File: src/sdom_regs.svh
// Purpose: register offsets, field positions and reset values of the status output mapper
// Assumes: 32-bit AHB-Lite data, one aligned word per register
// Notes: definitions only
`ifndef SDOM_REGS_SVH
`define SDOM_REGS_SVH

// ----------------------------------------
// offsets
// ----------------------------------------
`define SDOM_OFF_OSEL_LO 12'h000
`define SDOM_OFF_OSEL_HI 12'h004
`define SDOM_OFF_OPOL 12'h008
`define SDOM_OFF_ISEL 12'h00c
`define SDOM_OFF_IPOL 12'h010
`define SDOM_OFF_STATE 12'h014
`define SDOM_OFF_IRQ_STAT 12'h018
`define SDOM_OFF_IRQ_MASK 12'h01c

// ----------------------------------------
// fields and reset values
// ----------------------------------------
`define SDOM_SEL_W 5
`define SDOM_SEL_STRIDE 8
`define SDOM_ISEL_W 2
`define SDOM_OSEL_RST 32'h0000_0000
`define SDOM_OPOL_RST 8'hff
`define SDOM_ISEL_RST 16'h0000
`define SDOM_IPOL_RST 8'h00
`define SDOM_IRQ_MASK_RST 2'h0
`define SDOM_IRQ_SPAN_BIT 0
`define SDOM_IRQ_ZERO_BIT 1

`endif

File: src/sdom_pkg.sv
// Purpose: types of the status output mapper
// Assumes: nothing
// Notes: condition codes are the output selection values
package sdom_pkg;

  typedef enum logic [4:0] {
    SDOM_COND_DISABLED = 5'h00,
    SDOM_COND_HV_FAULT = 5'h01,
    SDOM_COND_PSU_FAULT = 5'h02,
    SDOM_COND_REF_FAULT = 5'h03,
    SDOM_COND_CONVERTER_FAULT = 5'h04,
    SDOM_COND_LAMP_FAULT = 5'h05,
    SDOM_COND_FLOW_FAULT = 5'h06,
    SDOM_COND_CELL_HEAT_FAULT = 5'h07,
    SDOM_COND_FLOW_HEAT_FAULT = 5'h08,
    SDOM_COND_LAMP_HEAT_FAULT = 5'h09,
    SDOM_COND_CHASSIS_FAULT = 5'h0a,
    SDOM_COND_COOLER_FAULT = 5'h0b,
    SDOM_COND_USB_ABSENT = 5'h0c,
    SDOM_COND_BACKGROUND = 5'h0d,
    SDOM_COND_SPAN = 5'h0e,
    SDOM_COND_ZERO = 5'h0f,
    SDOM_COND_SYSTEM_FAULT = 5'h10,
    SDOM_COND_MAINTENANCE = 5'h11,
    SDOM_COND_OVERRANGE_CH0 = 5'h12,
    SDOM_COND_OVERRANGE_CH1 = 5'h13,
    SDOM_COND_OVERRANGE_CH2 = 5'h14
  } sdom_cond_type;

  typedef enum logic [1:0] {
    SDOM_IN_DISABLED = 2'h0,
    SDOM_IN_DO_SPAN = 2'h1,
    SDOM_IN_DO_ZERO = 2'h2
  } sdom_in_action_type;

  typedef enum logic [1:0] {
    SDOM_CAL_MEASURE = 2'h0,
    SDOM_CAL_SPAN = 2'h1,
    SDOM_CAL_ZERO = 2'h2
  } sdom_cal_mode_type;

  typedef enum logic [2:0] {
    SDOM_BUS_IDLE = 3'b001,
    SDOM_BUS_WRITE = 3'b010,
    SDOM_BUS_READ = 3'b100
  } sdom_bus_state_type;

endpackage

File: src/sdom_mapper.sv
// Purpose: maps fault, state and over-range flags onto eight status outputs; control inputs
// Assumes: one 100 MHz clock, AHB-Lite register access, flags from the same clock domain
// Notes: control input pins are synchronised through two flip-flops
`timescale 1ns/1ps
`default_nettype none
`include "sdom_regs.svh"

module sdom_mapper #(
  parameter int OUTPUTS = 8,
  parameter int INPUTS = 8
) (
  input wire logic mclk_in,
  input wire logic rst_n_in,
  input wire logic hsel_in,
  input wire logic [31:0] haddr_in,
  input wire logic [1:0] htrans_in,
  input wire logic hwrite_in,
  input wire logic [2:0] hsize_in,
  input wire logic [31:0] hwdata_in,
  input wire logic hready_in,
  output logic [31:0] hrdata_out,
  output logic hreadyout_out,
  output logic hresp_out,
  input wire logic [10:0] fault_flags_in,
  input wire logic usb_absent_in,
  input wire logic background_in,
  input wire logic span_check_in,
  input wire logic zero_check_in,
  input wire logic maintenance_in,
  input wire logic [2:0] analog_out_overrange_in,
  input wire logic [INPUTS-1:0] control_input_n_in,
  output logic [OUTPUTS-1:0] status_out,
  output logic [1:0] cal_mode_out,
  output logic irq_out
);

  // ----------------------------------------
  // reset release
  // ----------------------------------------
  logic rst_meta_n;
  logic rst_n;
  always_ff @(posedge mclk_in or negedge rst_n_in) begin
    if (!rst_n_in) begin
      rst_meta_n <= 1'b0;
      rst_n <= 1'b0;
    end else begin
      rst_meta_n <= 1'b1;
      rst_n <= rst_meta_n;
    end
  end

  // ----------------------------------------
  // registers
  // ----------------------------------------
  logic [31:0] osel_lo;
  logic [31:0] osel_hi;
  logic [OUTPUTS-1:0] opol;
  logic [2*INPUTS-1:0] isel;
  logic [INPUTS-1:0] ipol;
  logic [1:0] irq_stat;
  logic [1:0] irq_mask;
  logic [11:0] addr_q;
  logic [1:0] cal_mode;
  logic [OUTPUTS-1:0] status_q;
  sdom_pkg::sdom_bus_state_type bus_state;

  logic [31:0] next_osel_lo;
  logic [31:0] next_osel_hi;
  logic [OUTPUTS-1:0] next_opol;
  logic [2*INPUTS-1:0] next_isel;
  logic [INPUTS-1:0] next_ipol;
  logic [1:0] next_irq_stat;
  logic [1:0] next_irq_mask;
  logic [11:0] next_addr_q;
  logic [1:0] next_cal_mode;
  logic [OUTPUTS-1:0] next_status;
  sdom_pkg::sdom_bus_state_type next_bus_state;
  logic [31:0] next_rdata;
  logic [31:0] rdata_q;

  // ----------------------------------------
  // condition vector
  // ----------------------------------------
  logic [31:0] cond_vec;
  always_comb begin
    cond_vec = 32'h0000_0000;
    cond_vec[sdom_pkg::SDOM_COND_HV_FAULT +: 11] = fault_flags_in;
    cond_vec[sdom_pkg::SDOM_COND_USB_ABSENT] = usb_absent_in;
    cond_vec[sdom_pkg::SDOM_COND_BACKGROUND] = background_in;
    cond_vec[sdom_pkg::SDOM_COND_SPAN] = span_check_in;
    cond_vec[sdom_pkg::SDOM_COND_ZERO] = zero_check_in;
    cond_vec[sdom_pkg::SDOM_COND_SYSTEM_FAULT] = |fault_flags_in;
    cond_vec[sdom_pkg::SDOM_COND_MAINTENANCE] = maintenance_in;
    cond_vec[sdom_pkg::SDOM_COND_OVERRANGE_CH0 +: 3] = analog_out_overrange_in;
  end

  // ----------------------------------------
  // output mapping
  // ----------------------------------------
  logic [63:0] osel_all;
  assign osel_all = {osel_hi, osel_lo};
  genvar g;
  generate
    for (g = 0; g < OUTPUTS; g++) begin : g_out
      logic [4:0] sel;
      logic hit;
      assign sel = osel_all[g*`SDOM_SEL_STRIDE +: `SDOM_SEL_W];
      // code 0 is the disabled slot, always zero in cond_vec
      assign hit = (sel != 5'h00) && cond_vec[sel];
      assign next_status[g] = opol[g] ? hit : !hit;
    end
  endgenerate

  // ----------------------------------------
  // control inputs
  // ----------------------------------------
  logic [INPUTS-1:0] ci_meta;
  logic [INPUTS-1:0] ci_sync;
  logic [INPUTS-1:0] ci_act_q;
  logic [INPUTS-1:0] ci_act;
  logic [INPUTS-1:0] span_req;
  logic [INPUTS-1:0] zero_req;
  generate
    for (g = 0; g < INPUTS; g++) begin : g_in
      // pin at high level reads 1; active-low inputs invert
      assign ci_act[g] = ipol[g] ? ci_sync[g] : !ci_sync[g];
      assign span_req[g] = ci_act[g] && !ci_act_q[g]
        && (isel[2*g +: 2] == sdom_pkg::SDOM_IN_DO_SPAN);
      assign zero_req[g] = ci_act[g] && !ci_act_q[g]
        && (isel[2*g +: 2] == sdom_pkg::SDOM_IN_DO_ZERO);
    end
  endgenerate

  // ----------------------------------------
  // bus and register next state
  // ----------------------------------------
  logic take;
  logic stat_read;
  assign take = hsel_in && hready_in && htrans_in[1];
  assign stat_read = (bus_state == sdom_pkg::SDOM_BUS_READ)
    && (addr_q == `SDOM_OFF_IRQ_STAT);

  always_comb begin
    next_osel_lo = osel_lo;
    next_osel_hi = osel_hi;
    next_opol = opol;
    next_isel = isel;
    next_ipol = ipol;
    next_irq_mask = irq_mask;
    next_addr_q = addr_q;
    next_rdata = 32'h0000_0000;
    next_bus_state = sdom_pkg::SDOM_BUS_IDLE;
    case (bus_state)
      sdom_pkg::SDOM_BUS_WRITE: begin
        case (addr_q)
          `SDOM_OFF_OSEL_LO: next_osel_lo = hwdata_in;
          `SDOM_OFF_OSEL_HI: next_osel_hi = hwdata_in;
          `SDOM_OFF_OPOL: next_opol = hwdata_in[OUTPUTS-1:0];
          `SDOM_OFF_ISEL: next_isel = hwdata_in[2*INPUTS-1:0];
          `SDOM_OFF_IPOL: next_ipol = hwdata_in[INPUTS-1:0];
          `SDOM_OFF_IRQ_MASK: next_irq_mask = hwdata_in[1:0];
          default: begin
          end
        endcase
      end
      sdom_pkg::SDOM_BUS_READ: begin
      end
      sdom_pkg::SDOM_BUS_IDLE: begin
      end
      default: begin
      end
    endcase
    if (take) begin
      next_addr_q = {haddr_in[11:2], 2'b00};
      next_bus_state = hwrite_in ? sdom_pkg::SDOM_BUS_WRITE : sdom_pkg::SDOM_BUS_READ;
      case ({haddr_in[11:2], 2'b00})
        `SDOM_OFF_OSEL_LO: next_rdata = osel_lo;
        `SDOM_OFF_OSEL_HI: next_rdata = osel_hi;
        `SDOM_OFF_OPOL: next_rdata = {24'h000000, opol};
        `SDOM_OFF_ISEL: next_rdata = {16'h0000, isel};
        `SDOM_OFF_IPOL: next_rdata = {24'h000000, ipol};
        `SDOM_OFF_STATE: next_rdata = {14'h0000, ci_act, status_q, cal_mode};
        `SDOM_OFF_IRQ_STAT: next_rdata = {30'h00000000, irq_stat};
        `SDOM_OFF_IRQ_MASK: next_rdata = {30'h00000000, irq_mask};
        default: next_rdata = 32'h0000_0000;
      endcase
    end
  end

  // ----------------------------------------
  // calibration mode and interrupt status
  // ----------------------------------------
  logic state_wr;
  assign state_wr = (bus_state == sdom_pkg::SDOM_BUS_WRITE)
    && (addr_q == `SDOM_OFF_STATE);

  always_comb begin
    next_cal_mode = cal_mode;
    // code 3 names no mode, so such a write is dropped
    if (state_wr && (hwdata_in[1:0] != 2'h3)) begin
      next_cal_mode = hwdata_in[1:0];
    end
    // a request in the same cycle as a state write wins
    // zero request wins over span when both arrive together
    if (|span_req) begin
      next_cal_mode = sdom_pkg::SDOM_CAL_SPAN;
    end
    if (|zero_req) begin
      next_cal_mode = sdom_pkg::SDOM_CAL_ZERO;
    end
    // read clears, but an event in the same cycle still sets
    next_irq_stat = stat_read ? 2'b00 : irq_stat;
    next_irq_stat[`SDOM_IRQ_SPAN_BIT] = next_irq_stat[`SDOM_IRQ_SPAN_BIT] | (|span_req);
    next_irq_stat[`SDOM_IRQ_ZERO_BIT] = next_irq_stat[`SDOM_IRQ_ZERO_BIT] | (|zero_req);
  end

  always_ff @(posedge mclk_in or negedge rst_n) begin
    if (!rst_n) begin
      cal_mode <= sdom_pkg::SDOM_CAL_MEASURE;
      irq_stat <= 2'h0;
    end else begin
      cal_mode <= next_cal_mode;
      irq_stat <= next_irq_stat;
    end
  end

  // ----------------------------------------
  // state registers
  // ----------------------------------------
  always_ff @(posedge mclk_in or negedge rst_n) begin
    if (!rst_n) begin
      osel_lo <= `SDOM_OSEL_RST;
      osel_hi <= `SDOM_OSEL_RST;
      opol <= `SDOM_OPOL_RST;
      isel <= `SDOM_ISEL_RST;
      ipol <= `SDOM_IPOL_RST;
      irq_mask <= `SDOM_IRQ_MASK_RST;
      addr_q <= 12'h000;
      rdata_q <= 32'h0000_0000;
      bus_state <= sdom_pkg::SDOM_BUS_IDLE;
    end else begin
      osel_lo <= next_osel_lo;
      osel_hi <= next_osel_hi;
      opol <= next_opol;
      isel <= next_isel;
      ipol <= next_ipol;
      irq_mask <= next_irq_mask;
      addr_q <= next_addr_q;
      rdata_q <= next_rdata;
      bus_state <= next_bus_state;
    end
  end

  // ----------------------------------------
  // status outputs
  // ----------------------------------------
  // registered so the pins never glitch while a selection changes
  always_ff @(posedge mclk_in or negedge rst_n) begin
    if (!rst_n) begin
      status_q <= {OUTPUTS{1'b0}};
    end else begin
      status_q <= next_status;
    end
  end

  // ----------------------------------------
  // control input synchroniser
  // ----------------------------------------
  // only ci_sync reads ci_meta; pins idle high, so both start at one
  always_ff @(posedge mclk_in or negedge rst_n) begin
    if (!rst_n) begin
      ci_meta <= {INPUTS{1'b1}};
      ci_sync <= {INPUTS{1'b1}};
      ci_act_q <= {INPUTS{1'b0}};
    end else begin
      ci_meta <= control_input_n_in;
      ci_sync <= ci_meta;
      ci_act_q <= ci_act;
    end
  end

  // ----------------------------------------
  // outputs
  // ----------------------------------------
  // zero-wait slave: every transfer answers at the first data-phase edge
  assign hreadyout_out = 1'b1;
  assign hresp_out = 1'b0;
  assign hrdata_out = rdata_q;
  assign status_out = status_q;
  assign cal_mode_out = cal_mode;
  assign irq_out = |(irq_stat & irq_mask);

endmodule
`default_nettype wire

File: config.mk
export PLATFORM = sky130hd
export DESIGN_NAME = sdom_mapper
export DESIGN_NICKNAME = d
export VERILOG_FILES = /design/src/sdom_pkg.sv /design/src/sdom_mapper.sv
export VERILOG_INCLUDE_DIRS = /design/src
export SDC_FILE = /design/constraint.sdc
export NUM_CORES = 1
export LEC_CHECK = 0
export CORE_MARGIN = 3
export CORE_UTILIZATION = 45
export DETAILED_ROUTE_END_ITERATION = 6
export DONT_BUFFER_PORTS = 1
export GPL_TIMING_DRIVEN = 0
export SETUP_SLACK_MARGIN = 0.1
export SKIP_CTS_REPAIR_TIMING = 1
export SYNTH_ARGS = -nofsm -noshare
export SYNTH_HDL_FRONTEND = slang
export SYNTH_SLANG_ARGS = --single-unit
export TNS_END_PERCENT = 100
File: constraint.sdc
create_clock -name mclk_in -period 6 [get_ports mclk_in]
set_input_delay 1.2 -clock mclk_in [delete_from_list [all_inputs] [get_ports mclk_in]]
set_output_delay 1.2 -clock mclk_in [all_outputs]
set_load 0.02 [all_outputs]
==> impl_metrics.csv, run 1 <==
group,metric,value,unit
drt,wl,25.4,mm
drt,drt_iter0_drc,505,
synthesis,synthXorXnorAreaFrac,1.51,%
timing,hold_viol_final,0,
cells_and_area,fin_nets,884,
drt,wire_per_inst,24.0,um
synthesis,synth_cells,761,
cts,clk_latency,0.44,ns
cts,cts.clk_slew.worst_paths,0.07,ns
drt,met1_length,10.5,mm
global_routing,grt_pass1_wl,38.9,mm
run_status,outcome,"completed",
cts,cts_max_level,4,
cells_and_area,n_antenna_cell,0,
drt,dr.pass1.iters,6,
critical_path,arrival,3.50,ns
synthesis,avgSynthCellArea,12.2,um2
critical_path,crit_required,6.29,ns
critical_path,crit_path_cell_trace,"clkbuf_1, nor3_1, nand4_1, nand3_1, o311ai_0, xnor2_1",
critical_path,cpPeakStageDelay,1.01,ns
timing,final_max_slew_viol_count,0,
global_routing,grt_pass1_vias,6623,
place,placed_area,9680,um2
drt,avgViaCountPerCell,6.09,
cts,cts_tree,"built",
critical_path,cp_num_buf_inv,1,
synthesis,synth.area.top_cells,"dfrtp_1, mux2_2, dfstp_2, mux2i_1, mux2_4",
die,dieHeight,150,um
power,seqPwrFrac,48.0,%
timing,rsz0062_at_grt,"no",
power,switching_share,25.8,%
power,p_sw,0.000728,W
timing,tns,0,ns
synthesis,synth_seq_area_share,49.1,%
global_routing,grt-ovfl-total,0,
cells_and_area,fillCellCount,1711,
cells_and_area,layout-drive-gt1-share,27.4,%
place,gp_congestion,0.887,
synthesis,synth_common_cells,"dfrtp_1, mux2_2, mux2i_1, nor2_1, clkbuf_1",
cells_and_area,area_delta_synth_final,11.0,%
synthesis,synth.most_common_cell,"dfrtp_1",
critical_path,cp-start-kind,"input port",
power,cellLeakagePower,4.34,nW
cts,cts_buffers,17,
synthesis,synth_seq_cells,181,
die,ioPinCount,146,
synthesis,synth_compound_area_share,8.49,%
power,p_int,0.00209,W
global_routing,track_usage,23.1,%
power,p_per_area,274,nW/um2
cts,clockBufferDepth,2,
power,pwr-share-comb,9.6,%
timing,setup_slack,2.79,ns
place,dp_hpwl,18.3,mm
timing,fin_crit,3.21,ns
synthesis,muxShareOfSynthArea,24.9,%
critical_path,crit_path_end_kind,"flip-flop",
die,core_area,19800,um2
drt,vias,6457,
drt,top_layer,"met4",
critical_path,worst_path_max_delay_cell,"nor3_1",
drt,route.detailed.drc,0,
cts,cts-root-buf,"clkbuf_16",
timing,fmax,0.312,GHz
place,pre_cts_slack,2.59,ns
job,max-cap-violations,0,
critical_path,path_class,"in -> reg",
die,die_x,150,um
synthesis,async_flop_share,100,%
global_routing,grt_max_degree,74,
synthesis,yosysUniqueCellTypes,56,
synthesis,synth_largest_area_cell,"dfrtp_1",
cells_and_area,finalInstanceArea,10300,um2
synthesis,synth_top_family_by_area,"multiplexers",
timing,maxSlewHeadroom,20.4,%
power,pwr-share-clk,42.4,%
die,start_util,46.8,%
synthesis,synth_top_area_share,42.0,%
drt,drtAntennaViolNets,0,
synthesis,yosys.area_share.simple,12.1,%
die,dieArea,22400,um2
synthesis,ys_warn_count,0,
synthesis,synth_area,9280,um2
timing,worst_pin_slew,1.19,ns
min_path,hold_class,"reg -> async",
cts,clock-sinks,181,
critical_path,critical_path.top_delay_family,"simple AND/OR/NAND/NOR gates",
timing,period_share,53.5,%
synthesis,synth-edff-count,0,
critical_path,reg2reg_setup_slack,3.66,ns
global_routing,antenna_found_initial,0,
timing,setup_viol,0,
timing,clock_skew,0.0119,ns
synthesis,synth_adder_area_share,0,%
drt,wl_met2,12.3,mm
drt,wl_met3,2.06,mm
die,rows,51,
synthesis,ys.flop_type,"dfrtp_1",
power,ir_drop,0.232,mV
place,placement.io_buffers,0,
critical_path,cp_max_fo,9,
power groups by stage:
stage | Clock, W | Combinational (W) | Sequential, W
floorplan | 0 | 0.000193 | 0.00137
finish | 0.00120 | 0.000271 | 0.00135
global route | 0.00127 | 0.000295 | 0.00136
CTS | 0.00122 | 0.000270 | 0.00135
detailed placement | 0 | 0.000268 | 0.00138
global placement | 0 | 0.000237 | 0.00139
flip-flops by register name, summed over array words and instances (netlist names):
signal and count:
rst_n 1, ci_meta 8, ci_act_q 8, osel_hi 32
isel 16, bus_state 3, status_out 8, ci_sync 8
opol 8, cal_mode_out 2, osel_lo 32, addr_q 10
hrdata_out 32, rst_meta_n 1, irq_stat 2, ipol 8
irq_mask 2
metal layers:
layer  vias to the layer above  global-route usage [%]
li1                       2865                       -
met1                      3283                    30.2
met2                       267                    37.2
met3                        42                    6.54
met4                         0                    7.60
met5                         -                       0
path summary, 6_finish.rpt:
path                                  startpoint                       to  cells past startpoint
hold / removal                   rst_n$_DFF_PN0_  osel_lo[21]$_DFFE_PN0P_                      0
setup / recovery               fault_flags_in[7]  status_out[3]$_DFF_PN0_                      6
setup reg to reg           addr_q[9]$_DFFE_PN0P_     isel[11]$_DFFE_PN0P_                      5
min in group mclk_in        ci_meta[6]$_DFF_PN1_     ci_sync[6]$_DFF_PN1_                      0
max in group asynchronous        rst_n$_DFF_PN0_      opol[5]$_DFFE_PN1P_                      2
hold reg to reg                  rst_n$_DFF_PN0_  osel_lo[21]$_DFFE_PN0P_                      0
kinds of logic (layout without fill, tap and decap cells):
| kind of cell | after synthesis | in the layout |
|---|---|---|
| AO/OA/AOI/OAI | 114 | 114 |
| XOR/XNOR | 16 | 16 |
| buffers and inverters | 80 | 114 |
| flip-flops | 181 | 181 |
| multiplexers | 185 | 185 |
| other | 2 | 3 |
| AND/OR/NAND/NOR | 183 | 183 |
area by class of cell:
type / count / area (um2) / share of cell area [%]
tap: 265 / 332 / 3.22
sequential: 181 / 4560 / 44.3
inverter: 15 / 56.3 / 0.546
multi-input combinational: 501 / 4370 / 42.4
buffer: 65 / 297 / 2.88
timing repair buffer: 2 / 55.1 / 0.534
clock inverter: 13 / 184 / 1.78
clock buffer: 19 / 443 / 4.30
placed cells by master (no fill, tap or decap), types with 11 or more instances in the layout:
cell type,count
mux2_2,86
clkbuf_16,17
dfstp_2,25
o21ai_0,16
nor4b_1,16
a22oi_1,29
nand2_1,21
nand4_1,12
mux2_4,30
nor2_1,48
a21oi_1,20
clkbuf_1,34
inv_1,15
buf_1,15
mux4_2,16
nand4b_1,12
nand3b_1,11
mux2i_1,50
dfrtp_1,155
nand3_1,17
per-stage QoR:
stage	utilization (%)	instances	hold WS [ns]	power, W
2_1_floorplan	-	762	0.331	0.00156
3_3_place_gp	48.5	1027	0.338	0.00163
3_5_place_dp	48.8	1029	0.315	0.00164
4_1_cts	51.9	1061	0.312	0.00285
5_1_grt	51.9	1061	0.336	0.00292
6_report	51.9	1061	0.294	0.00282
(Power assumes the default switching activity.)
==> run 2, diff against run 1 <==
==> constraint.sdc (replaced) <==
create_clock -name mclk_in -period 2.6 [get_ports mclk_in]
set_input_delay 0.52 -clock mclk_in [delete_from_list [all_inputs] [get_ports mclk_in]]
set_output_delay 0.52 -clock mclk_in [all_outputs]
set_load 0.02 [all_outputs]
==> impl_metrics.csv, run 2 (synthesis results as in run 1) <==
group,metric,value,unit
run_status,outcome,"completed",
timing,hold_viol_final,0,
cells_and_area,multi_input_area,4370,um2
cells_and_area,final_cell_mix,"dfrtp_1, mux2_2, mux2i_1",
cts,clk_latency,0.43,ns
drt,drtAntennaViolNets,0,
global_routing,antenna_found_initial,0,
job,max-cap-violations,0,
min_path,hold_class,"in -> reg",
global_routing,grt_pass1_vias,6737,
timing,fin_crit,2.42,ns
critical_path,arrival,2.72,ns
drt,drt_iter0_drc,678,
cts,clock-sinks,181,
cts,cts_tree,"built",
drt,wire_per_inst,23.8,um
cells_and_area,fin_nets,885,
critical_path,crit_required,2.90,ns
cells_and_area,layout-drive-gt1-share,27.5,%
global_routing,grt-ovfl-total,0,
timing,setup_viol,0,
cts,cts_buffers,17,
die,start_util,46.8,%
global_routing,grt_max_degree,74,
drt,avgViaCountPerCell,6.09,
timing,tns,0,ns
power,ir_drop,0.494,mV
timing,worst_pin_slew,1.12,ns
cts,clockBufferDepth,2,
die,core_area,19800,um2
timing,fmax,0.413,GHz
place,pre_cts_slack,-0.110,ns
critical_path,crit_start,"fault_flags_in[7]",
place,placement.io_buffers,0,
critical_path,crit_path_end_kind,"flip-flop",
power,cellLeakagePower,4.34,nW
min_path,hp-start,"control_input_n_in[3]",
cts,cts.clk_slew.worst_paths,0.07,ns
die,ioPinCount,146,
timing,period_share,93.1,%
die,rows,51,
cells_and_area,final_common_cell,"dfrtp_1",
timing,clock_skew,0.00799,ns
cells_and_area,area_delta_synth_final,11.2,%
cells_and_area,n_antenna_cell,0,
place,dp_hpwl,18.4,mm
global_routing,track_usage,23.2,%
cells_and_area,fin_util,52.0,%
critical_path,cp-start-kind,"input port",
drt,wl,25.3,mm
place,gp_congestion,0.882,
drt,vias,6464,
die,dieArea,22400,um2
global_routing,grt_pass1_wl,39.5,mm
timing,rsz0062_at_grt,"no",
die,die_x,150,um
drt,dr.pass1.iters,6,
drt,route.detailed.drc,0,
cts,cts_max_level,4,
cells_and_area,fillCellCount,1715,
cells_and_area,seq_area,4560,um2
cts,cts-root-buf,"clkbuf_16",
die,dieHeight,150,um
timing,setup_slack,0.179,ns
timing,final_max_slew_viol_count,0,
critical_path,cp_max_fo,9,
critical_path,path_class,"in -> reg",
timing,maxSlewHeadroom,24.3,%
power,p_per_area,630,nW/um2
critical_path,r2r-start,"osel_hi[26]$_DFFE_PN0P_",
run 2: cell count changes in the layout (fill, tap and decap cells not counted):
cell,before,now
clkinv_8,0,1
dlygate4sd3_1,0,1
clkinvlp_4,0,1
inv_8,4,2
clkinv_4,2,3
clkbuf_1,34,33
run 2: path summary, 6_finish.rpt:
check                      slack, ns                       end  depth (start not counted)
setup / recovery                0.18   status_out[3]$_DFF_PN0_                          6
setup reg to reg                0.26   status_out[7]$_DFF_PN0_                          6
hold reg to reg                 0.30  hrdata_out[23]$_DFF_PN0_                          0
hold / removal                  0.08      ci_meta[3]$_DFF_PN1_                          0
min in group asynchronous       0.30  hrdata_out[23]$_DFF_PN0_                          0
max in group asynchronous       1.19       opol[6]$_DFFE_PN1P_                          2
run 2: where the power goes:
group          leakage [nW]  internal [W]  switching [W]
Sequential             2.21       0.00296       0.000158
Clock                 0.308       0.00157        0.00119
Combinational          1.82      0.000287       0.000336
run 2: through the flow:
| step | total power, W | hold WS (ns) | cell area, um2 | instances |
|---|---|---|---|---|
| final | 0.00651 | 0.0802 | 10300 | 1062 |
| after global routing | 0.00676 | 0.0553 | 10300 | 1062 |
| after CTS | 0.00655 | -0.235 | 10300 | 1061 |
| after detailed placement | 0.00379 | 0.224 | 9680 | 1029 |
| after global placement | 0.00376 | 0.224 | 9620 | 1027 |
| after floorplan | 0.00361 | 0.224 | 9290 | 762 |
run 2: metal layers:
layer | track usage, % | vias up | share of wire, %
li1 | - | 2872 | -
met1 | 30.5 | 3299 | 42
met2 | 37.9 | 253 | 48
met3 | 6.57 | 40 | 7.9
met4 | 6.18 | 0 | 1.9
met5 | 0 | - | 0
run 2: critical path, cell delays in order:
cell	delay, ns
clkbuf_1	0.22
nor3_1	0.96
nand4_1	0.19
nand3_1	0.14
o311ai_0	0.28
xnor2_1	0.40
run 2: area by class of cell:
| class | instances | area share (%) |
|---|---|---|
| flip-flops and latches | 181 | 44.2 |
| clock inverters | 14 | 1.88 |
| well taps | 265 | 3.21 |
| clock buffers | 18 | 4.26 |
| inverters | 15 | 0.546 |
| repair buffers | 3 | 0.630 |
| plain buffers | 65 | 2.87 |
| multi-input cells | 501 | 42.4 |
==> run 3, diff against run 2 <==
--- a/config.mk
+++ b/config.mk
@@ -6,6 +6,7 @@
 export SDC_FILE = /design/constraint.sdc
 export NUM_CORES = 1
 export LEC_CHECK = 0
+export ABC_AREA = 1
 export CORE_MARGIN = 3
 export CORE_UTILIZATION = 45
 export DETAILED_ROUTE_END_ITERATION = 6
==> impl_metrics.csv, run 3 <==
group,metric,value,unit
run_status,outcome,"completed",
critical_path,path_class,"in -> reg",
cells_and_area,multi_input_area,3880,um2
global_routing,grt_pass1_wl,44.0,mm
power,p_per_area,589,nW/um2
global_routing,grt_max_degree,58,
synthesis,avgSynthCellArea,7.46,um2
drt,route.detailed.drc,0,
timing,hold_viol_final,0,
drt,vias,8354,
global_routing,antenna_found_initial,0,
synthesis,muxShareOfSynthArea,0,%
timing,maxSlewHeadroom,47.0,%
synthesis,ys.flop_type,"dfrtp_1",
die,dieHeight,149,um
timing,setup_slack,0.571,ns
die,core_area,19800,um2
drt,drt_iter0_drc,835,
synthesis,synth.area.top_cells,"dfrtp_1, nand2_1, o21ai_0, dfstp_2, nand3_1",
timing,clock_skew,0.00890,ns
timing,hold_slack,0.0723,ns
timing,fmax,0.493,GHz
place,pre_cts_slack,0.116,ns
cells_and_area,fin_nets,1358,
cells_and_area,layout-drive-gt1-share,7.41,%
critical_path,cp-start-kind,"input port",
synthesis,ys_warn_count,0,
synthesis,synth_top_family_by_area,"simple AND/OR/NAND/NOR gates",
global_routing,track_usage,26.0,%
cts,cts_buffers,17,
synthesis,synth_seq_area_share,49.6,%
drt,drtAntennaViolNets,0,
cells_and_area,final_cell_mix,"nand2_1, dfrtp_1, o21ai_0",
cells_and_area,final_common_cell,"nand2_1",
cells_and_area,fillCellCount,1972,
global_routing,grt-ovfl-total,0,
timing,setup_viol,0,
cts,clk_latency,0.44,ns
min_path,hold_class,"in -> reg",
synthesis,synth_top_area_share,42.4,%
drt,avgViaCountPerCell,5.45,
critical_path,arrival,2.36,ns
cells_and_area,seq_area,4560,um2
power,cellLeakagePower,5.44,nW
synthesis,synth_largest_area_cell,"dfrtp_1",
timing,rsz0062_at_grt,"no",
drt,wl,28.4,mm
timing,tns,0,ns
critical_path,worstRegToRegCells,6,
critical_path,crit_required,2.93,ns
cts,clock-sinks,181,
cts,cts.clk_slew.worst_paths,0.07,ns
timing,fin_crit,2.03,ns
critical_path,cp_max_fo,10,
global_routing,grt_pass1_vias,7773,
synthesis,synth_cells,1233,
synthesis,synth_common_cells,"nand2_1, dfrtp_1, o21ai_0, inv_1, nand3_1",
cells_and_area,finalInstanceArea,10200,um2
synthesis,synth_seq_cells,181,
place,dp_hpwl,20.6,mm
cells_and_area,area_delta_synth_final,10.9,%
cells_and_area,fin_cells,1534,
min_path,hold-path-cell-count,0,
synthesis,synthXorXnorAreaFrac,0.857,%
synthesis,async_flop_share,100,%
drt,wire_per_inst,18.5,um
synthesis,synth_adder_area_share,0,%
timing,worst_pin_slew,0.788,ns
power,ir_drop,0.489,mV
drt,dr.pass1.iters,5,
job,max-cap-violations,0,
die,die_x,149,um
synthesis,yosys.area_share.simple,27.4,%
synthesis,synth.most_common_cell,"nand2_1",
synthesis,synth-edff-count,0,
place,placed_area,9620,um2
synthesis,yosysUniqueCellTypes,39,
die,start_util,46.5,%
critical_path,crit_path_end_kind,"flip-flop",
cts,cts_max_level,4,
cells_and_area,n_antenna_cell,0,
synthesis,synth_compound_area_share,13.8,%
place,placed_cells,1502,
place,placement.io_buffers,0,
cts,clockBufferDepth,2,
die,rows,51,
die,dieArea,22200,um2
die,ioPinCount,146,
timing,final_max_slew_viol_count,0,
cts,cts-root-buf,"clkbuf_16",
timing,period_share,78.0,%
synthesis,synth_area,9200,um2
place,gp_congestion,0.955,
cts,cts_tree,"built",
==> run 3: layout make-up <==
| cell class | instances | area share [%] |
|---|---|---|
| Clock buffer | 21 | 4.41 |
| Buffer | 57 | 2.43 |
| Sequential cell | 181 | 44.7 |
| Multi-Input combinational cell | 857 | 38.0 |
| Inverter | 139 | 5.11 |
| Tap cell | 265 | 3.25 |
| Timing Repair Buffer | 4 | 0.907 |
| Clock inverter | 10 | 1.21 |
==> run 3: where the power goes <==
| part | internal (W) | switching (W) | total [W] |
|---|---|---|---|
| combinational | 0.000128 | 0.000284 | 0.000413 |
| clock | 0.00145 | 0.00114 | 0.00259 |
| sequential | 0.00291 | 0.0000927 | 0.00301 |
==> run 3: layer usage <==
| metal | up-vias | global-route usage (%) | part of all wire (%) |
|---|---|---|---|
| met1 | 3996 | 38.0 | 45 |
| met4 | 0 | 6.86 | 2.1 |
| met3 | 43 | 6.68 | 8.7 |
| met5 | - | 0 | 0 |
| li1 | 3986 | - | - |
| met2 | 329 | 38.6 | 44 |
==> run 3: cell families (layout without fill, tap and decap cells) <==
family,count (synthesis),after routing
AND/OR/NAND/NOR,598,598
other,2,3
XOR/XNOR,9,9
AO/OA/AOI/OAI,247,247
buffers and inverters,196,231
flip-flops,181,181
==> run 3: metrics by stage <==
step	util, %	total power (W)
2_1_floorplan	-	0.00333
3_3_place_gp	48.2	0.00345
3_5_place_dp	48.7	0.00347
4_1_cts	51.6	0.00604
5_1_grt	51.6	0.00623
6_report	51.6	0.00601
==> run 3: path summary, 6_finish.rpt <==
check	start	to	slack, ns
worst max-delay path	haddr_in[10]	hrdata_out[4]$_DFF_PN0_	0.57
worst min-delay path	control_input_n_in[7]	ci_meta[7]$_DFF_PN1_	0.07
worst max register to register	addr_q[11]$_DFFE_PN0P_	osel_hi[8]$_DFFE_PN0P_	0.57
worst min register to register	rst_n$_DFF_PN0_	hrdata_out[17]$_DFF_PN0_	0.31
max in group asynchronous	rst_n$_DFF_PN0_	ci_sync[5]$_DFF_PN1_	1.30
min in group asynchronous	rst_n_in	rst_meta_n$_DFF_PN0_	0.31
==> run 3: critical path, cell delays in order <==
cell and delay (ns):
inv_1 0.04, nand2_1 0.16, nor4_1 0.73, inv_1 0.16, clkbuf_1 0.38, a21oi_1 0.35
